`src/dbtc_map.vh`:
```
// Purpose: register offsets, field positions and reset values of the dual byte timer
// Assumes: apb byte addresses, one aligned word per register
// Notes: offsets are printed indices times four
`ifndef DBTC_MAP_VH
`define DBTC_MAP_VH
`define DBTC_IDX_CONTROL 16'hFE10
`define DBTC_IDX_PRESCALE 16'hFE11
`define DBTC_IDX_LOW_COUNT 16'hFE12
`define DBTC_IDX_HIGH_COUNT 16'hFE13
`define DBTC_IDX_LOW_MATCH 16'hFE14
`define DBTC_IDX_HIGH_MATCH 16'hFE15
`define DBTC_IDX_LOW_CAPTURE 16'hFE16
`define DBTC_IDX_HIGH_CAPTURE 16'hFE17
`define DBTC_IDX_LOW_CAPTURE2 16'hFE1E
`define DBTC_IDX_HIGH_CAPTURE2 16'hFE1F
`define DBTC_IDX_INPUT_SELECT 16'hFE20
`define DBTC_ADDR_W 18
`define DBTC_BIT_HIGH_RUN 7
`define DBTC_BIT_LOW_RUN 6
`define DBTC_BIT_LONG_MODE 5
`define DBTC_BIT_LOW_EXT 4
`define DBTC_BIT_HIGH_FLAG 3
`define DBTC_BIT_HIGH_IE 2
`define DBTC_BIT_LOW_FLAG 1
`define DBTC_BIT_LOW_IE 0
`define DBTC_BIT_SEL_HCAP 7
`define DBTC_BIT_SEL_LCAP 6
`define DBTC_BIT_SEL_CNT 0
`define DBTC_RST_BYTE 8'h00
`define DBTC_ONE_BYTE 8'h01
`define DBTC_FULL_BYTE 8'hFF
`endif

```
`src/dbtc_prescaler.v`:
```
// Purpose: 8-bit programmable prescaler of the cycle clock
// Assumes: pclk is the cycle clock
// Notes: restart on a limit write overrides a match
`timescale 1ns/1ps
`include "dbtc_map.vh"
module dbtc_prescaler (
    input wire pclk,
    input wire presetn,
    input wire clk_en,
    input wire hold_mode,
    input wire [7:0] limit,
    input wire limit_wr,
    output wire tick
);
    reg [7:0] count_ff;
    reg [7:0] nxt_count;
    assign tick = clk_en && !hold_mode && !limit_wr && (count_ff == limit);
    // next count
    always @* begin
        nxt_count = count_ff;
        if (limit_wr) begin
            nxt_count = `DBTC_RST_BYTE;
        end else if (hold_mode) begin
            nxt_count = count_ff;
        end else if (count_ff == limit) begin
            nxt_count = `DBTC_RST_BYTE;
        end else begin
            nxt_count = count_ff + `DBTC_ONE_BYTE;
        end
    end
    // counter state
    always @(posedge pclk or negedge presetn) begin
        if (!presetn) begin
            count_ff <= `DBTC_RST_BYTE;
        end else if (clk_en) begin
            count_ff <= nxt_count;
        end
    end
endmodule

```
`src/dbtc_half.v`:
```
// Purpose: one 8-bit counter half with match buffer
// Assumes: count pulse one cycle wide
// Notes: match compare is supplied from outside so halves can chain
`timescale 1ns/1ps
`include "dbtc_map.vh"
module dbtc_half (
    input wire pclk,
    input wire presetn,
    input wire clk_en,
    input wire run,
    input wire count_pulse,
    input wire match_clear,
    input wire [7:0] match_data,
    output wire [7:0] count,
    output wire [7:0] buffer,
    output wire equal
);
    reg [7:0] count_ff;
    reg [7:0] buffer_ff;
    assign count = count_ff;
    assign buffer = buffer_ff;
    assign equal = (count_ff == buffer_ff);
    // count and match buffer
    always @(posedge pclk or negedge presetn) begin
        if (!presetn) begin
            count_ff <= `DBTC_RST_BYTE;
            buffer_ff <= `DBTC_RST_BYTE;
        end else if (clk_en) begin
            if (!run) begin
                count_ff <= `DBTC_RST_BYTE;
                buffer_ff <= match_data;
            end else if (match_clear) begin
                count_ff <= `DBTC_RST_BYTE;
                buffer_ff <= match_data;
            end else if (count_pulse) begin
                count_ff <= count_ff + `DBTC_ONE_BYTE;
            end
        end
    end
endmodule

```
`src/dbtc_top.v`:
```
// Purpose: dual byte timer counter with apb register access
// Assumes: detection pulses come from external edge logic, one cycle each
// Notes: pready is registered high for the access phase, pslverr on unmapped address
//        16-bit modes chain the bytes by low byte rollover, so the pair is one word
//        match buffers reload only through the half that owns them
//
// The APB register port was chosen for this implementation.
`timescale 1ns/1ps
`include "dbtc_map.vh"
module dbtc_top (
    input wire pclk,
    input wire presetn,
    input wire clk_en,
    input wire psel,
    input wire penable,
    input wire pwrite,
    input wire [`DBTC_ADDR_W-1:0] paddr,
    input wire [31:0] pwdata,
    output reg [31:0] prdata,
    output reg pready,
    output reg pslverr,
    input wire hold_mode,
    input wire ext_irq_two,
    input wire ext_irq_three,
    input wire ext_irq_zero,
    input wire ext_irq_one,
    input wire port_low_capture,
    input wire port_high_capture,
    output reg low_irq_req,
    output reg high_irq_req
);
    reg [7:0] control_ff;
    reg [7:0] prescale_ff;
    reg [7:0] low_data_ff;
    reg [7:0] high_data_ff;
    reg [7:0] low_cap_ff;
    reg [7:0] high_cap_ff;
    reg [7:0] low_cap2_ff;
    reg [7:0] high_cap2_ff;
    reg [7:0] select_ff;
    reg [31:0] nxt_prdata;
    reg nxt_pslverr;
    wire [7:0] low_count;
    wire [7:0] high_count;
    wire low_eq;
    wire high_eq;
    wire tick;
    wire wr;
    wire wr_pre;
    wire wr_low_data;
    wire wr_high_data;
    wire wr_sel;
    wire low_carry;
    wire low_full_eq;
    wire nxt_low_ie;
    wire nxt_high_ie;
    wire [15:0] idx;
    wire low_run;
    wire high_run;
    wire long_mode;
    wire low_ext;
    wire ext_event;
    wire low_pulse;
    wire high_pulse;
    wire low_match;
    wire high_match;
    wire low_cap_evt;
    wire high_cap_evt;
    wire ctl_wr;
    reg nxt_low_flag;
    reg nxt_high_flag;

    // apb decode; a write lands only at the edge that also sees pready
    assign wr = psel && penable && pready && pwrite && clk_en;
    assign idx = paddr[17:2];
    assign ctl_wr = wr && (idx == `DBTC_IDX_CONTROL);
    // one strobe per writable byte, so the prescaler restart sees the same decode
    assign wr_pre = wr && (idx == `DBTC_IDX_PRESCALE);
    assign wr_low_data = wr && (idx == `DBTC_IDX_LOW_MATCH);
    assign wr_high_data = wr && (idx == `DBTC_IDX_HIGH_MATCH);
    assign wr_sel = wr && (idx == `DBTC_IDX_INPUT_SELECT);

    // control fields
    assign high_run = control_ff[`DBTC_BIT_HIGH_RUN];
    assign low_run = control_ff[`DBTC_BIT_LOW_RUN];
    assign long_mode = control_ff[`DBTC_BIT_LONG_MODE];
    assign low_ext = control_ff[`DBTC_BIT_LOW_EXT];

    // external count source picked by the select register
    assign ext_event = select_ff[`DBTC_BIT_SEL_CNT] ? ext_irq_three : ext_irq_two;
    assign low_pulse = low_ext ? ext_event : tick;
    // match generation: 16-bit mode needs both bytes equal
    assign low_full_eq = low_eq && high_eq;
    assign low_match = low_run && low_pulse && (long_mode ? low_full_eq : low_eq);
    // long mode: low byte rolls over at ff so the pair counts as one word;
    // wrapping it on its own buffer would give (low+1)*(high+1), not word+1
    assign low_carry = low_run && low_pulse && (low_count == `DBTC_FULL_BYTE);
    assign high_pulse = long_mode ? low_carry : tick;
    assign high_match = long_mode ? (high_run && low_match) :
        (high_run && high_pulse && high_eq);
    // capture sources; pins routed by the select register
    assign high_cap_evt = port_high_capture ||
        (select_ff[`DBTC_BIT_SEL_HCAP] ? ext_irq_one : ext_irq_three);
    assign low_cap_evt = port_low_capture ||
        (select_ff[`DBTC_BIT_SEL_LCAP] ? ext_irq_zero : ext_irq_two);

    // low half: in long mode it rolls over at ff and clears on its buffer only on a full match
    dbtc_half u_low (
        .pclk(pclk),
        .presetn(presetn),
        .clk_en(clk_en),
        .run(low_run),
        .count_pulse(low_pulse), // match_clear has priority inside the half
        .match_clear(low_match),
        .match_data(low_data_ff),
        .count(low_count),
        .buffer(),
        .equal(low_eq)
    );

    // high half
    dbtc_half u_high (
        .pclk(pclk),
        .presetn(presetn),
        .clk_en(clk_en),
        .run(high_run),
        .count_pulse(high_pulse),
        .match_clear(high_match),
        .match_data(high_data_ff),
        .count(high_count),
        .buffer(),
        .equal(high_eq)
    );

    // prescaler, shared by both halves
    dbtc_prescaler u_pre (
        .pclk(pclk),
        .presetn(presetn),
        .clk_en(clk_en),
        .hold_mode(hold_mode),
        .limit(prescale_ff),
        .limit_wr(wr_pre),
        .tick(tick)
    );

    // match flags: hardware set wins over a software clear in the same cycle
    always @* begin
        nxt_low_flag = control_ff[`DBTC_BIT_LOW_FLAG];
        nxt_high_flag = control_ff[`DBTC_BIT_HIGH_FLAG];
        if (ctl_wr) begin
            nxt_low_flag = pwdata[`DBTC_BIT_LOW_FLAG];
            nxt_high_flag = pwdata[`DBTC_BIT_HIGH_FLAG];
        end
        if (long_mode ? high_match : low_match) begin
            nxt_low_flag = 1'b1;
        end
        if (high_match) begin
            nxt_high_flag = 1'b1;
        end
    end

    // control byte; flag bits take the merged hardware and software value
    always @(posedge pclk or negedge presetn) begin
        if (!presetn) begin
            control_ff <= `DBTC_RST_BYTE;
        end else if (clk_en) begin
            if (ctl_wr) begin
                control_ff <= pwdata[7:0];
            end
            control_ff[`DBTC_BIT_LOW_FLAG] <= nxt_low_flag;
            control_ff[`DBTC_BIT_HIGH_FLAG] <= nxt_high_flag;
        end
    end

    // prescale limit
    always @(posedge pclk or negedge presetn) begin
        if (!presetn) begin
            prescale_ff <= `DBTC_RST_BYTE;
        end else if (wr_pre) begin
            prescale_ff <= pwdata[7:0];
        end
    end

    // low match data; the buffer inside the half decides when it is used
    always @(posedge pclk or negedge presetn) begin
        if (!presetn) begin
            low_data_ff <= `DBTC_RST_BYTE;
        end else if (wr_low_data) begin
            low_data_ff <= pwdata[7:0];
        end
    end

    // high match data
    always @(posedge pclk or negedge presetn) begin
        if (!presetn) begin
            high_data_ff <= `DBTC_RST_BYTE;
        end else if (wr_high_data) begin
            high_data_ff <= pwdata[7:0];
        end
    end

    // input select; changing it mid-count may give one stray event
    always @(posedge pclk or negedge presetn) begin
        if (!presetn) begin
            select_ff <= `DBTC_RST_BYTE;
        end else if (wr_sel) begin
            select_ff <= pwdata[7:0];
        end
    end

    // capture registers; second pair keeps the previous capture
    always @(posedge pclk or negedge presetn) begin
        if (!presetn) begin
            low_cap_ff <= `DBTC_RST_BYTE;
            high_cap_ff <= `DBTC_RST_BYTE;
            low_cap2_ff <= `DBTC_RST_BYTE;
            high_cap2_ff <= `DBTC_RST_BYTE;
        end else if (clk_en) begin
            if (long_mode) begin
                if (high_cap_evt) begin
                    low_cap_ff <= low_count;
                    high_cap_ff <= high_count;
                    low_cap2_ff <= low_cap_ff;
                    high_cap2_ff <= high_cap_ff;
                end
            end else begin
                if (low_cap_evt) begin
                    low_cap_ff <= low_count;
                    low_cap2_ff <= low_cap_ff;
                end
                if (high_cap_evt) begin
                    high_cap_ff <= high_count;
                    high_cap2_ff <= high_cap_ff;
                end
            end
        end
    end

    // enables as they stand after this edge, so a request drops with its enable
    assign nxt_low_ie = ctl_wr ? pwdata[`DBTC_BIT_LOW_IE] : control_ff[`DBTC_BIT_LOW_IE];
    assign nxt_high_ie = ctl_wr ? pwdata[`DBTC_BIT_HIGH_IE] : control_ff[`DBTC_BIT_HIGH_IE];

    // interrupt requests follow flag and enable
    always @(posedge pclk or negedge presetn) begin
        if (!presetn) begin
            low_irq_req <= 1'b0;
            high_irq_req <= 1'b0;
        end else if (clk_en) begin
            low_irq_req <= nxt_low_flag && nxt_low_ie;
            high_irq_req <= nxt_high_flag && nxt_high_ie;
        end
    end

    // read mux, registered in the setup cycle so the access phase sees it
    always @* begin
        nxt_prdata = 32'h00000000;
        nxt_pslverr = 1'b0;
        if (idx == `DBTC_IDX_CONTROL) begin
            nxt_prdata[7:0] = control_ff;
        end else if (idx == `DBTC_IDX_PRESCALE) begin
            nxt_prdata[7:0] = prescale_ff;
        end else if (idx == `DBTC_IDX_LOW_COUNT) begin
            nxt_prdata[7:0] = low_count;
        end else if (idx == `DBTC_IDX_HIGH_COUNT) begin
            nxt_prdata[7:0] = high_count;
        end else if (idx == `DBTC_IDX_LOW_MATCH) begin
            nxt_prdata[7:0] = low_data_ff;
        end else if (idx == `DBTC_IDX_HIGH_MATCH) begin
            nxt_prdata[7:0] = high_data_ff;
        end else if (idx == `DBTC_IDX_LOW_CAPTURE) begin
            nxt_prdata[7:0] = low_cap_ff;
        end else if (idx == `DBTC_IDX_HIGH_CAPTURE) begin
            nxt_prdata[7:0] = high_cap_ff;
        end else if (idx == `DBTC_IDX_LOW_CAPTURE2) begin
            nxt_prdata[7:0] = low_cap2_ff;
        end else if (idx == `DBTC_IDX_HIGH_CAPTURE2) begin
            nxt_prdata[7:0] = high_cap2_ff;
        end else if (idx == `DBTC_IDX_INPUT_SELECT) begin
            nxt_prdata[7:0] = select_ff;
        end else begin
            nxt_pslverr = 1'b1;
        end
    end

    // bus outputs sampled during setup, held through access
    always @(posedge pclk or negedge presetn) begin
        if (!presetn) begin
            prdata <= 32'h00000000;
            pslverr <= 1'b0;
        end else if (clk_en && psel && !penable) begin
            prdata <= pwrite ? 32'h00000000 : nxt_prdata;
            pslverr <= nxt_pslverr;
        end
    end

    // ready rises for the access phase only; read data is already latched then
    always @(posedge pclk or negedge presetn) begin
        if (!presetn) begin
            pready <= 1'b0;
        end else if (clk_en) begin
            pready <= psel && !penable;
        end
    end
endmodule

```
`config.mk`:
```
export PLATFORM = sky130hd
export DESIGN_NAME = dbtc_top
export DESIGN_NICKNAME = d
export VERILOG_FILES = /design/src/dbtc_prescaler.v /design/src/dbtc_half.v /design/src/dbtc_top.v
export VERILOG_INCLUDE_DIRS = /design/src
export SDC_FILE = /design/constraint.sdc
export NUM_CORES = 1
export LEC_CHECK = 0
export BUFFER_PORTS_ARGS = -buffer_cell sky130_fd_sc_hd__buf_2
export CORE_MARGIN = 2
export CORE_UTILIZATION = 27
export DETAILED_ROUTE_END_ITERATION = 16
export PLACE_DENSITY_LB_ADDON = 0.25
export SLEW_MARGIN = 30
export SYNTH_ARGS = -nofsm -noshare
export SYNTH_HDL_FRONTEND = slang
export SYNTH_SLANG_ARGS = --single-unit
```
`constraint.sdc`:
```
create_clock -name pclk -period 4.25 [get_ports pclk]
set_input_delay 0.6375 -clock pclk [delete_from_list [all_inputs] [get_ports pclk]]
set_output_delay 0.6375 -clock pclk [all_outputs]
set_load 0.02 [all_outputs]
```
==> reports/results.txt <==
DR vias - 4984
CTS max path bufs - 2
Die width - 162 um
TritonCTS clock tree - done
Diodes inserted - 0
Synthesized area - 6760 um2
Slew @ Worst Pin - 0.900 ns
Leak - 3.69 nW
Clk_skew - 0.00895 ns
Worst setup SP type - input pin
Pwr dens - 370 nW/um2
Remaining DRCs - 0
Final Setup Violations - 0
Peak supply drop - 228 uV
Status - completed
First-pass DRT Iterations - 6
Die height - 162 um
Vias in the first global route - 4804
Starting Density - 27.6%
Final Hold Fails - 0
Placed Instances - 971
Final Util - 32.3%
WL final - 19500 um
I/O pins - 99
GP Congestion - 0.845
CTS sink count - 124
Core area - 24500 um2
Port bufs - 48
Hold Crit Class - in2async
Initial DRC Count - 470
Ys flop type - dfrtp_1
Area growth from synthesis to layout - 16.7%
Antenna violations before repair - 0
Die ar. - 26300 um2
Per-cell routed wire length - 19.5 um
Critical path type - in2reg
Global-route wire length before repair - 30000 um
Post-CTS resize count - 0
Largest net degree at the start of global routing - 78
Hold_buf cts - 0
Row cnt - 57
Total power - 2.92 mW
Via density - 4.97
Layout Cells excl Fill - 1003
CP Max Fanout - 11
Grt ovf - 0
YS warnings - 0
H-tree Lvls - 4
Slew headroom - 40.0%
Dpl hpwl - 14300 um
Setup tns final - 0 ns
Max-slew violation count - 0
CTS buffer count - 17
Clk_lat worst skew - 0.42 ns
GRT Overall Usage - 15.3%
Reg2Reg Setup Slack - 1.50 ns
Antenna viol nets, final - 0
Synthesized instance count - 621
RSZ-0062 raised after global routing - false
Number of synthesized flops with an enable pin - 0
Max Clock Freq - 352 MHz
Clock transition at path regs - 0.06 ns
Fin crit share - 66.8%
Reg-to-reg startpoint - u_pre.count_ff[0]$_DFFE_PN0P_
Ys async rst share - 100%
Post-Syn Area per Cell - 10.9 um2
Critical Path AT - 3.14 ns
Reg-to-reg endpoint - u_high.buffer[3]$_DFFE_PN0P_
R2R depth - 6
Maxcap violations - 0
Minimum clock period - 2.84 ns
Worst Setup End Kind - flip-flop
Post-CTS Setup Repair Bufs - 0
Crit path required time - 4.55 ns
Nets - 732
Cell variety after synth - 69
Yosys reg bits - 124
Sequential-to-total area share from yosys stat - 45.9%
Layout cells sized above 1 - 29.5%
Clk root buf - clkbuf_16
==> cell usage after synthesis, types with 6 or more instances <==
master    number  area, um2
mux2i_1       16        160
and3_1         8       50.1
nand4_1       16        100
nor4_1         6       37.5
o31ai_1        7       52.6
nand3_1       19       95.1
a21oi_1       29        145
xor2_1        10       87.6
buf_4         24        180
or4_1          8       60.1
dfrtp_1      124       3100
mux2_2        88        991
a21o_1         6       45.0
clkbuf_1      18       67.6
inv_1         13       48.8
a221oi_1       7       61.3
xnor2_1       16        140
buf_2          7       35.0
o21ai_0       33        165
nor2_1        17       63.8
a22o_1         6       52.6
a32oi_1        6       52.6
nand2_1       44        165
==> stage by stage <==
step           area (um2)  setup slack (ns)  hold WS [ns]
6_report             7890              1.41         0.256
5_1_grt              7890              1.28         0.315
4_1_cts              7890              1.43         0.283
3_5_place_dp         7260             0.999         0.470
3_3_place_gp         7250              1.03         0.466
2_1_floorplan        6850              1.62         0.342
==> kinds of logic (layout without fill, tap and decap cells) <==
kind of cell               Yosys count  count (layout)  share of synthesized area (%)
AOI/OAI and AO/OA                  125             125                           12.7
DFF                                124             124                           45.9
other                                1              24                         0.0555
xor gates and xnor gates            26              26                           3.37
buffers and inverters               67             102                           5.41
muxes                              108             108                           17.9
and+or+nand+nor                    167             167                           14.1
adders and majority gates            3               3                          0.555
==> worst max path at each step <==
| stage | start | end | slack [ns] | depth (start not counted) |
|---|---|---|---|---|
| final | paddr[7] | u_high.buffer[3]$_DFFE_PN0P_ | 1.41 | 7 |
| after global routing | paddr[7] | u_high.buffer[4]$_DFFE_PN0P_ | 1.28 | 7 |
| after CTS | paddr[7] | u_high.buffer[4]$_DFFE_PN0P_ | 1.43 | 7 |
| after detailed placement | paddr[7] | u_high.buffer[7]$_DFFE_PN0P_ | 1.0 | 7 |
| after global placement | paddr[7] | u_high.buffer[5]$_DFFE_PN0P_ | 1.03 | 7 |
| after floorplan | paddr[7] | u_low.buffer[4]$_DFFE_PN0P_ | 1.62 | 8 |
==> state kept, by name, indices dropped and copies added, names as in the netlist, 8 cells and up <==
name / cells
control_ff: 8
high_cap2_ff: 8
high_cap_ff: 8
high_data_ff: 8
low_cap2_ff: 8
low_cap_ff: 8
low_data_ff: 8
prdata: 8
prescale_ff: 8
select_ff: 8
u_high.buffer: 8
u_high.count: 8
u_low.buffer: 8
u_low.count: 8
u_pre.count_ff: 8
==> critical path, stage by stage <==
cell     delay (ns)
buf_2          0.11
or4b_4         0.57
nor3_4         0.39
a41o_1         0.37
o41a_1         0.47
nand2_2        0.25
mux2_2         0.33
==> layout make-up <==
class	instances	area [um2]
well taps	324	405
clock buffers	18	439
inverters	13	48.8
repair buffers	57	314
multi-input cells	453	3380
clock inverters	14	195
fillers	2504	16600
flip-flops and latches	124	3100
==> where the power goes <==
group          switching, mW  internal, mW
combinational          0.125        0.0477
clock                  0.555         0.998
sequential           0.00410          1.19
==> metal layers <==
layer  vias to the layer above  GRT usage [%]  share of wire, %
met5                         -              0                 0
met4                         0           4.55               1.8
met3                        19           3.22               4.7
met2                       132           23.3                45
met1                      2488           21.9                48
li1                       2345              -                 -
==> placed cells by master, fill, tap and decap left out, types with 5 or more instances in the layout <==
master / netlist / final
a21o_1: 6 / 6
a21oi_1: 29 / 29
a221oi_1: 7 / 7
a22o_1: 6 / 6
a32oi_1: 6 / 6
and3_1: 8 / 8
buf_2: 7 / 47
buf_4: 24 / 9
clkbuf_16: 0 / 17
clkinv_4: 0 / 6
conb_1: 1 / 24
dfrtp_1: 124 / 124
inv_1: 13 / 13
mux2_2: 88 / 88
mux2i_1: 16 / 16
nand2_1: 44 / 44
nand3_1: 19 / 19
nand3b_1: 5 / 5
nand4_1: 16 / 16
nor2_1: 17 / 17
nor2b_1: 5 / 5
nor3b_1: 5 / 5
nor4_1: 6 / 6
o21ai_0: 33 / 33
o31ai_1: 7 / 7
or3_1: 5 / 5
or4_1: 8 / 8
xnor2_1: 16 / 16
xor2_1: 10 / 10
Note: power is estimated with default switching activity, not from simulation.
